## src/hdl/ofm_regs.vh

```
// Register map, function codes and timing constants of the output terminal mux
`ifndef OFM_REGS_VH
`define OFM_REGS_VH

// ****************************************************************
// Register byte addresses
// ****************************************************************
`define OFM_ADR_TYPE   8'h00
`define OFM_ADR_HOST   8'h04
`define OFM_ADR_FSEL0  8'h08
`define OFM_ADR_FSEL5  8'h1c
`define OFM_ADR_PW0    8'h20
`define OFM_ADR_PW3    8'h2c
`define OFM_ADR_ZST    8'h30
`define OFM_ADR_OCL    8'h34
`define OFM_ADR_OCD    8'h38
`define OFM_ADR_STAT   8'h3c

// ****************************************************************
// Field layouts and reset values
// ****************************************************************
`define OFM_FSEL_BASE  3'h2
`define OFM_HOST_MASK  8'h6f
`define OFM_TYPE_RST   4'h0
`define OFM_HOST_RST   8'h00
`define OFM_FSEL_RST   7'h00
`define OFM_PW_RST     15'h00fa
`define OFM_PW_MIN     15'h0001
`define OFM_PW_MAX     15'h7530
`define OFM_WORD_RST   16'h0000

// ****************************************************************
// Terminal function codes
// ****************************************************************
`define OFM_FN_OFFLOAD 7'h26
`define OFM_FN_ZERO    7'h27
`define OFM_FN_CUR     7'h28
`define OFM_FN_TRQ     7'h29
`define OFM_FN_SPD     7'h2a
`define OFM_FN_HOST    7'h2f
`define OFM_FN_BRAKE   7'h43
`define OFM_FN_CUTOFF  7'h44
`define OFM_FN_LOWA    7'h45
`define OFM_FN_LOWB    7'h46
`define OFM_FN_LOWAJ   7'h47
`define OFM_FN_LOWBJ   7'h48
`define OFM_FN_OVC     7'h49

// ****************************************************************
// Timing: clock rate, tick period, level-mode self-clear of 0.1 s
// ****************************************************************
`define OFM_CLK_MHZ    20
`define OFM_TICK_US    1000
`define OFM_SELFCLR_MS 15'h0064

`endif

```

## src/hdl/ofm_term.v

```verilog
// One output terminal: level follower or timed single pulse
`timescale 1ns/1ns
`include "ofm_regs.vh"
module ofm_term (
	// Clock and reset
	input  wire        clk_i,
	input  wire        rst_i,
	// Timing base
	input  wire        tick_i,
	// Function state and shaping
	input  wire        cond_i,
	input  wire        timed_i,
	input  wire [14:0] width_i,
	input  wire        mask_i,
	// Terminal drive
	output wire        out_o
);

	reg        cond_d_r;
	reg [14:0] cnt_r;
	reg        out_r;
	wire       rise;
	wire       last;

	// Only a rising edge of the function starts a pulse
	assign rise  = cond_i & ~cond_d_r;
	assign last  = tick_i & (cnt_r == `OFM_PW_MIN);
	assign out_o = out_r;

	// ****************************************************************
	// Shaping
	// ****************************************************************
	// Level path follows the function; timed path counts ms ticks down
	always @(posedge clk_i) begin
		if (rst_i) begin
			cond_d_r <= 1'b0;
			cnt_r    <= 15'h0000;
			out_r    <= 1'b0;
		end else begin
			cond_d_r <= cond_i;
			if (!timed_i) begin
				cnt_r <= 15'h0000;
				out_r <= cond_i & ~mask_i;
			end else begin
				if (rise)
					cnt_r <= width_i;
				else if (tick_i && cnt_r != 15'h0000)
					cnt_r <= cnt_r - 15'h0001;
				out_r <= (rise | ((cnt_r != 15'h0000) & ~last)) & ~mask_i;
			end
		end
	end

endmodule // ofm_term

```

## src/hdl/ofm_mux.v

```verilog
// Multi-function digital output terminal mux with Wishbone registers
//
// Local design decisions: the register offsets and the Wishbone register port.
`timescale 1ns/1ns
`include "ofm_regs.vh"
module ofm_mux #(
	parameter TICK_CYCLES = `OFM_CLK_MHZ * `OFM_TICK_US
) (
	// Clock and reset
	input  wire        clk_i,
	input  wire        rst_i,
	// Wishbone slave
	input  wire [7:0]  wb_adr_i,
	input  wire [31:0] wb_dat_i,
	output wire [31:0] wb_dat_o,
	input  wire        wb_we_i,
	input  wire [3:0]  wb_sel_i,
	input  wire        wb_cyc_i,
	input  wire        wb_stb_i,
	output wire        wb_ack_o,
	// Drive status from the control core
	input  wire [15:0] output_frequency_monitor_i,
	input  wire [15:0] motor_current_i,
	input  wire        current_reached_i,
	input  wire        torque_reached_i,
	input  wire        speed_reached_i,
	input  wire        off_load_i,
	input  wire        brake_engaged_i,
	input  wire        material_cutoff_i,
	input  wire        freq_detect_window_a_low_i,
	input  wire        freq_detect_window_b_low_i,
	input  wire        jog_active_i,
	// Terminal drives
	output wire        open_collector_out_a_o,
	output wire        open_collector_out_b_o,
	output wire        relay_out_a_o,
	output wire        relay_out_b_o,
	output wire        relay_out_c_o,
	output wire        relay_out_d_o
);

	// ****************************************************************
	// Storage
	// ****************************************************************
	reg  [3:0]  output_type_select_r;
	reg  [7:0]  host_output_bits_r;
	reg  [6:0]  fsel_r [0:5];
	reg  [14:0] pw_r [0:3];
	reg  [15:0] zero_speed_threshold_r;
	reg  [15:0] overcurrent_detect_level_r;
	reg  [15:0] overcurrent_detect_duration_r;
	reg  [15:0] oc_cnt_r;
	reg  [14:0] tick_cnt_r;
	reg         tick_r;
	reg         ack_r;
	reg  [31:0] dat_r;
	reg  [31:0] rd_nxt;
	wire [31:0] wr_val;
	wire        req;
	wire        wr;
	wire [2:0]  fidx;
	wire [1:0]  pidx;
	wire        oc_above;
	wire        oc_timed;
	wire [5:0]  term;

	// Tick counter wraps at the last cycle of each period, cut to the counter width
	localparam integer TICK_SPAN = TICK_CYCLES - 1;
	localparam [14:0]  TICK_LAST = TICK_SPAN[14:0];

	assign req      = wb_cyc_i & wb_stb_i & ~ack_r;
	assign wr       = req & wb_we_i;
	assign fidx     = wb_adr_i[4:2] - `OFM_FSEL_BASE;
	assign pidx     = wb_adr_i[3:2];
	assign wb_ack_o = ack_r;
	assign wb_dat_o = dat_r;

	// Byte-lane merge of write data into the current register value
	function [31:0] merge;
		input [31:0] old;
		input [31:0] nw;
		input [3:0]  sel;
		integer k;
		begin
			for (k = 0; k < 4; k = k + 1)
				merge[k*8 +: 8] = sel[k] ? nw[k*8 +: 8] : old[k*8 +: 8];
		end
	endfunction

	// Keep the pulse width inside its legal range
	function [14:0] clamp;
		input [15:0] v;
		begin
			if (v < {1'b0, `OFM_PW_MIN})
				clamp = `OFM_PW_MIN;
			else if (v > {1'b0, `OFM_PW_MAX})
				clamp = `OFM_PW_MAX;
			else
				clamp = v[14:0];
		end
	endfunction

	assign wr_val = merge(rd_nxt, wb_dat_i, wb_sel_i);

	// ****************************************************************
	// Read decode
	// ****************************************************************
	// Unmapped addresses read as zero
	always @* begin
		rd_nxt = 32'h0000_0000;
		if (wb_adr_i == `OFM_ADR_TYPE)
			rd_nxt[3:0] = output_type_select_r;
		else if (wb_adr_i == `OFM_ADR_HOST)
			rd_nxt[7:0] = host_output_bits_r;
		else if (wb_adr_i >= `OFM_ADR_FSEL0 && wb_adr_i <= `OFM_ADR_FSEL5
			&& wb_adr_i[1:0] == 2'h0)
			rd_nxt[6:0] = fsel_r[fidx];
		else if (wb_adr_i >= `OFM_ADR_PW0 && wb_adr_i <= `OFM_ADR_PW3
			&& wb_adr_i[1:0] == 2'h0)
			rd_nxt[14:0] = pw_r[pidx];
		else if (wb_adr_i == `OFM_ADR_ZST)
			rd_nxt[15:0] = zero_speed_threshold_r;
		else if (wb_adr_i == `OFM_ADR_OCL)
			rd_nxt[15:0] = overcurrent_detect_level_r;
		else if (wb_adr_i == `OFM_ADR_OCD)
			rd_nxt[15:0] = overcurrent_detect_duration_r;
		else if (wb_adr_i == `OFM_ADR_STAT)
			rd_nxt[6:0] = {oc_timed, term};
	end

	// ****************************************************************
	// Bus handshake and register writes
	// ****************************************************************
	// Ack one cycle after the request, dropped the cycle after
	always @(posedge clk_i) begin
		if (rst_i) begin
			ack_r                         <= 1'b0;
			dat_r                         <= 32'h0000_0000;
			output_type_select_r          <= `OFM_TYPE_RST;
			host_output_bits_r            <= `OFM_HOST_RST;
			zero_speed_threshold_r        <= `OFM_WORD_RST;
			overcurrent_detect_level_r    <= `OFM_WORD_RST;
			overcurrent_detect_duration_r <= `OFM_WORD_RST;
		end else begin
			ack_r <= req;
			if (req)
				dat_r <= rd_nxt;
			if (wr) begin
				if (wb_adr_i == `OFM_ADR_TYPE)
					output_type_select_r <= wr_val[3:0];
				else if (wb_adr_i == `OFM_ADR_HOST)
					host_output_bits_r <= wr_val[7:0] & `OFM_HOST_MASK;
				else if (wb_adr_i == `OFM_ADR_ZST)
					zero_speed_threshold_r <= wr_val[15:0];
				else if (wb_adr_i == `OFM_ADR_OCL)
					overcurrent_detect_level_r <= wr_val[15:0];
				else if (wb_adr_i == `OFM_ADR_OCD)
					overcurrent_detect_duration_r <= wr_val[15:0];
			end
		end
	end

	// Function select and pulse width tables
	genvar g;
	generate
		for (g = 0; g < 6; g = g + 1) begin : g_fsel
			always @(posedge clk_i) begin
				if (rst_i)
					fsel_r[g] <= `OFM_FSEL_RST;
				else if (wr && wb_adr_i == `OFM_ADR_FSEL0 + g * 4)
					fsel_r[g] <= wr_val[6:0];
			end
		end
		for (g = 0; g < 4; g = g + 1) begin : g_pw
			always @(posedge clk_i) begin
				if (rst_i)
					pw_r[g] <= `OFM_PW_RST;
				else if (wr && wb_adr_i == `OFM_ADR_PW0 + g * 4)
					pw_r[g] <= clamp(wr_val[15:0]);
			end
		end
	endgenerate

	// ****************************************************************
	// Millisecond tick
	// ****************************************************************
	// One-cycle tick every TICK_CYCLES clocks
	always @(posedge clk_i) begin
		if (rst_i) begin
			tick_cnt_r <= 15'h0000;
			tick_r     <= 1'b0;
		end else if (tick_cnt_r == TICK_LAST) begin
			tick_cnt_r <= 15'h0000;
			tick_r     <= 1'b1;
		end else begin
			tick_cnt_r <= tick_cnt_r + 15'h0001;
			tick_r     <= 1'b0;
		end
	end

	// ****************************************************************
	// Overcurrent duration timer
	// ****************************************************************
	// Restarts whenever current drops to the level or below
	assign oc_above = motor_current_i > overcurrent_detect_level_r;
	assign oc_timed = oc_above && oc_cnt_r >= overcurrent_detect_duration_r;

	always @(posedge clk_i) begin
		if (rst_i)
			oc_cnt_r <= 16'h0000;
		else if (!oc_above)
			oc_cnt_r <= 16'h0000;
		else if (tick_r && oc_cnt_r < overcurrent_detect_duration_r)
			oc_cnt_r <= oc_cnt_r + 16'h0001;
	end

	// ****************************************************************
	// Per-terminal function mux and shaping
	// ****************************************************************
	generate
		for (g = 0; g < 6; g = g + 1) begin : g_term
			localparam HB = (g < 4) ? g : g + 1;
			reg         cond;
			reg         selfclr;
			reg         jogmask;
			wire        pmode;
			wire [14:0] pw;
			wire [14:0] width;

			// Relays c and d have no pulse type bit and no width
			if (g < 4) begin : g_pm
				assign pmode = output_type_select_r[g];
				assign pw    = pw_r[g];
			end else begin : g_lv
				assign pmode = 1'b0;
				assign pw    = `OFM_PW_RST;
			end

			assign width = pmode ? pw : `OFM_SELFCLR_MS;

			// Select the drive condition from the function code
			always @* begin
				cond    = 1'b0;
				selfclr = 1'b0;
				jogmask = 1'b0;
				case (fsel_r[g])
				`OFM_FN_OFFLOAD: cond = off_load_i;
				`OFM_FN_ZERO: cond = output_frequency_monitor_i
					<= zero_speed_threshold_r;
				`OFM_FN_CUR: cond = current_reached_i;
				`OFM_FN_TRQ: cond = torque_reached_i;
				`OFM_FN_SPD: cond = speed_reached_i;
				`OFM_FN_HOST: cond = host_output_bits_r[HB];
				`OFM_FN_BRAKE: cond = brake_engaged_i;
				`OFM_FN_CUTOFF: cond = material_cutoff_i;
				`OFM_FN_LOWA: begin
					cond    = freq_detect_window_a_low_i;
					selfclr = 1'b1;
				end
				`OFM_FN_LOWB: begin
					cond    = freq_detect_window_b_low_i;
					selfclr = 1'b1;
				end
				`OFM_FN_LOWAJ: begin
					cond    = freq_detect_window_a_low_i & ~jog_active_i;
					selfclr = 1'b1;
					jogmask = jog_active_i;
				end
				`OFM_FN_LOWBJ: begin
					cond    = freq_detect_window_b_low_i & ~jog_active_i;
					selfclr = 1'b1;
					jogmask = jog_active_i;
				end
				`OFM_FN_OVC: cond = oc_timed;
				default: cond = 1'b0;
				endcase
			end

			ofm_term u_term (
				.clk_i   (clk_i),
				.rst_i   (rst_i),
				.tick_i  (tick_r),
				.cond_i  (cond),
				.timed_i (pmode | selfclr),
				.width_i (width),
				.mask_i  (jogmask),
				.out_o   (term[g])
			);
		end
	endgenerate

	// ****************************************************************
	// Terminal drives
	// ****************************************************************
	// High turns the switch on or energises the coil
	assign open_collector_out_a_o = term[0];
	assign open_collector_out_b_o = term[1];
	assign relay_out_a_o          = term[2];
	assign relay_out_b_o          = term[3];
	assign relay_out_c_o          = term[4];
	assign relay_out_d_o          = term[5];

endmodule // ofm_mux

```

## config.mk

```make
export PLATFORM = sky130hd
export DESIGN_NAME = ofm_mux
export DESIGN_NICKNAME = d
export VERILOG_FILES = /design/src/hdl/ofm_term.v /design/src/hdl/ofm_mux.v
export VERILOG_INCLUDE_DIRS = /design/src /design/src/hdl
export SDC_FILE = /design/constraint.sdc
export NUM_CORES = 1
export LEC_CHECK = 0
export ABC_AREA = 1
export BUFFER_PORTS_ARGS = -buffer_cell sky130_fd_sc_hd__buf_2
export CORE_ASPECT_RATIO = 2
export CORE_UTILIZATION = 45
export CTS_BUF_LIST = sky130_fd_sc_hd__clkbuf_8
export CTS_CLUSTER_SIZE = 12
export DETAILED_ROUTE_END_ITERATION = 10
export GPL_TIMING_DRIVEN = 0
export PLACE_DENSITY = 0.58
export SYNTH_ARGS = -nofsm -noshare
export SYNTH_HDL_FRONTEND = slang
export SYNTH_SLANG_ARGS = --single-unit
```

## constraint.sdc

```tcl
create_clock -name clk_i -period 2.9 [get_ports clk_i]
set_clock_uncertainty 0.1 [all_clocks]
set_input_delay 0.29 -clock clk_i [delete_from_list [all_inputs] [get_ports clk_i]]
set_output_delay 0.29 -clock clk_i [all_outputs]
set_load 0.01 [all_outputs]
```

Word-level counts from Yosys, hierarchy flattened --
Memories as Yosys holds them, arrays and structs flattened. Index checks and enable logic that the tools add are counted.
Storage, ports and cells: bits in registers 209, bits in writable memories 102, bits of input ports 90, word-level logic and storage cells 412, memories kept 2
Operators by class: add/subtract/negate cells 9, order comparisons 10, equality and inequality tests 100, multiplexer cells 112, bitwise logic cells 86, reduce and logical (&&, ||, !) cells 63
Memory list:
- pw_r | words 4, bits a word 15, rd ports 5, clocked after Yosys merged registers in 0, write ports 4, RTL line ofm_mux.v:48 | reg [14:0] pw_r [0:3];
- fsel_r | words 6, bits a word 7, rd ports 7, clocked after Yosys merged registers in 0, write ports 6, RTL line ofm_mux.v:47 | reg [6:0] fsel_r [0:5];
Operators by type and width (number):
- $mux 15 | 27
- $eq 7x7->1 const B | 42
- $eq 7x6->1 const B | 36
- $mux 16 | 6
- $mux 7 | 13
- $eq 15x1->1 const B | 6
- $reduce_bool 15->1 | 6
- $sub 15x1->15 const B | 6
- $pmux 1 s13 | 6
- $eq 8x6->1 const B | 8
- $mux 1 | 52
- $and 1x1->1 | 35
- $eq 8x5->1 const B | 4
- $mux 8 | 4
- $not 1->1 | 31
- $reduce_or 2->1 | 14
- $reduce_or 4->1 | 6
- $logic_and 1x1->1 | 22
- $or 1x1->1 | 20
- $mux 9 | 2
- $add 16x1->16 const B | 1
- $eq 8x4->1 const B | 2
- $ge 16x16->1 | 1
- $gt 16x15->1 const B | 1
- other kinds (23) | 29

Depth between registers and ports, before layout --
depth in word-level cells 21, gate-level depth with buffers 24

Modules after synthesis --
Synthesis repeated with hierarchy kept, for this count alone.
Unflattened totals: cells, all modules 2868, area total of the unflattened synthesis 19807.7 sq um
By module, submodules not included:
- ofm_mux | times used 1, cells each 1758, area an instance 12781.0 sq um, seq. area each 5205.0 sq um
- ofm_term | times used 6, cells each 185, area an instance 1171.1 sq um, seq. area each 340.3 sq um

Worst setup path before layout --
No wires, ideal clock.
kind in2reg, from in wb_adr_i[3], to mem pw_r[0][13], data pin, data arrival time 2272 ps, required time 2547 ps, path slack 275 ps, stages 15, cells stage by stage buf_6 inv_4 ha_1 clkinv_1 o21ai_0 nand4_1 a21boi_4 nand2_1 nor2_1 nand2_1 nand2_2 nand2_4 buf_6 o21ai_1 inv_1
RTL lines:
- start, declared | RTL line ofm_mux.v:13 | input wire [7:0] wb_adr_i,
- end, declared | RTL line ofm_mux.v:48

==> metrics <==
setup tns final=-1550 ps; Setup CP Type=flop to flop; number of synthesized flops with an enable pin=102; WP data arrival=3290 ps; # DRC=0; PwrDens=426 mW/mm2; row cnt=103; CP Launch Type=flop; crit-path max FO=6; root buf cell=clkbuf_8; DP Worst Slack=-1260 ps; Num CTS Buffers=48; effective utilization at floorplan=a little under half; DRT antenna net count=0; first-pass GRT wire length=just over 100000 um; synth-to-layout area growth=20.1%; worst IR drop on VDD=0.303 mV; Hold Vio Cnt, Final=0; Leak Pwr=9.39 nW; TritonCTS clock tree=yes; H-tree level count=2; Setup crit end kind=flop; Fillers=slightly below 4000; hpwl dp=about 52000 um; unrepaired setup endpoints after global routing=yes; drt first pass iters=5; share of layout cells above drive strength 1=19.0%; Die Ht=285 um; Main synth FF type=dfxtp_1; total of max-cap violations=0; Clock Latency Late Sink=640 ps; clk buf depth=3; fmax=333 MHz; Worst Hold Class=input port to flop; Iteration-0 DRC Markers=approximately 1100; Max Slew Vio Count=0; register bit total from synthesis=311; nets@finish=approximately 2900; DIE AREA=0.0409 mm2; outcome=finished with violations; sequential share of the synthesized area=40.2%; largest net degree at the start of global routing=16; Period Utilization, post-route=104%; yosys synthesis warning count=0; Final Util=a little over half; # clock sinks=311; Cell Area, Synth=0.0180 mm2; # setup viols final=47; wirelength, routed=68100 um; Final Instance Area=0.0217 mm2; vias post-DR=18100; dpl cell area=around 0.019 mm2; total gr overflow=0; vias in the first global route=17900; Via-to-Cell Ratio=5.51; GRT Util Overall=33.3%; worst slew margin relative to its limit=27.0%; Worst EP required=approximately 3200 ps; I/O pin count=129; mean post-synth cell area=7.20 um2; initial antenna violation count=3; worst setup margin=-107 ps; Std-Cell Core Area=between 0.03 and 0.04 mm2; cell count after synthesis=about 2500; failing checks=setup timing; hold_ws=50.5 ps; Die Wd=144 um; CTS clock-pin slew for the worst setup and hold paths=70 ps; Synth cell types=62; asr flop ratio synth=0%; RePlAce Congestion=1.01; slew at the pin closest to its max-slew limit=1090 ps; WL/cell=roughly 21 um; number of port buffers=91; Final min period=3010 ps
## kinds of logic after synthesis
logic type / count (synthesis) / synth area share (%)
multiplexers: 1 / 0.0555
AND/OR/NAND/NOR: 1105 / 26.4
XOR/XNOR: 57 / 2.77
adder cells (fa/ha/maj): 63 / 4.37
AO/OA/AOI/OAI: 505 / 15.8
other: 1 / 0.0208
buffers and inverters: 464 / 10.4
flip-flops: 311 / 40.2
## cells in the mapped netlist, drive strengths merged, types with 11 or more instances
cell | count | share of area (%)
a21oi | 166 | 4.7
a31oi | 35 | 1.2
buf | 42 | 1.5
clkbuf | 43 | 0.89
dfxtp | 209 | 23
edfxtp | 102 | 17
ha | 63 | 4.4
inv | 377 | 7.9
nand2 | 462 | 10
nand3 | 145 | 4.1
nand4 | 37 | 1.3
nor2 | 350 | 7.5
nor3 | 60 | 1.7
nor3b | 11 | 0.46
nor4 | 16 | 0.55
o21ai | 219 | 6.2
o22ai | 16 | 0.55
xnor2 | 13 | 0.63
xor2 | 44 | 2.1
## worst max-delay path: stages, from the launching register on
cell	delay (ps)
dfxtp_2	330
inv_2	130
ha_4	220
nand2_1	60
inv_1	50
o21ai_2	150
a21oi_2	100
nor2_4	140
nand3_2	130
nand3_2	90
nand2_2	70
nand2_2	100
nand2_4	80
nand2_4	90
nand2_4	50
nand3_4	70
nand3_4	140
nand2_4	140
nand2_8	130
clkbuf_16	190
o21ai_2	130
inv_1	60
## state kept, by name (all words and copies together) (netlist names), 15 cells and up
name	cells
fsel_r	42
wb_dat_o	16
zero_speed_threshold_r	16
pw_r	60
g_term.u_term.cnt_r	90
overcurrent_detect_level_r	16
tick_cnt_r	15
oc_cnt_r	16
overcurrent_detect_duration_r	16
## layout make-up
type                       count  area, um2  share of cell area, %
multi-input combinational   1748       9930                   45.9
sequential                   311       7280                   33.6
inverter                     379       1460                   6.75
timing repair buffer         144        885                   4.08
clock buffer                  56        771                   3.56
tap                          525        657                   3.03
buffer                        83        503                   2.32
clock inverter                32        150                  0.693
antenna                        5       12.5                 0.0578
## cell usage in the layout, fill, tap and decap left out, types with 72 or more instances in the layout
cell type	n
buf_4	72
edfxtp_1	102
dfxtp_1	181
o21ai_0	177
nor2_1	319
nand2_1	398
inv_1	346
buf_2	101
a21oi_1	154
nand3_1	133
## worst paths after layout
| path | startpoint | slack (ps) | cells past startpoint | end |
|---|---|---|---|---|
| worst max register to register | overcurrent_detect_duration_r[9] | -110 | 21 | pw_r[3][10] |
| worst min register to register | g_term[5].u_term.cnt_r[14] | 350 | 2 | g_term[5].u_term.cnt_r[14] |
| worst min-delay path | wb_dat_i[13] | 50 | 5 | pw_r[0][13] |
| worst max-delay path | overcurrent_detect_duration_r[9] | -110 | 21 | pw_r[3][10] |
## stage by stage
stage / cells / power (mW)
final: 3283 / 9.22
after global routing: 3279 / 9.49
after CTS: 3246 / 9.16
after detailed placement: 3138 / 5.46
after global placement: 3138 / 5.45
after floorplan: 2522 / 5.11
## repair_timing
action	CTS	global route
pin swaps	30	60
gates resized for setup	156	190
hold buffers	1	0
setup endpoints to repair	181	178
gates cloned	0	2
buffers inserted	21	30
endpoints found under the hold margin	1	0
## power by group
part / switching, mW / internal [mW] / total (mW)
clock: 1.91 / 1.77 / 3.68
combinational: 0.644 / 0.285 / 0.929
sequential: 0.0606 / 4.55 / 4.61
total: 2.61 / 6.61 / 9.22
## routing by layer
metal  vias to the layer above  global-route usage, %  part of all wire [%]
met2                       671                   60.9                    52
met5                         -                      0                     0
met3                       283                   4.65                   5.0
li1                       8701                      -                     -
met4                         0                   27.3                   9.3
met1                      8421                   32.7                    34
(Power assumes the default switching activity.)
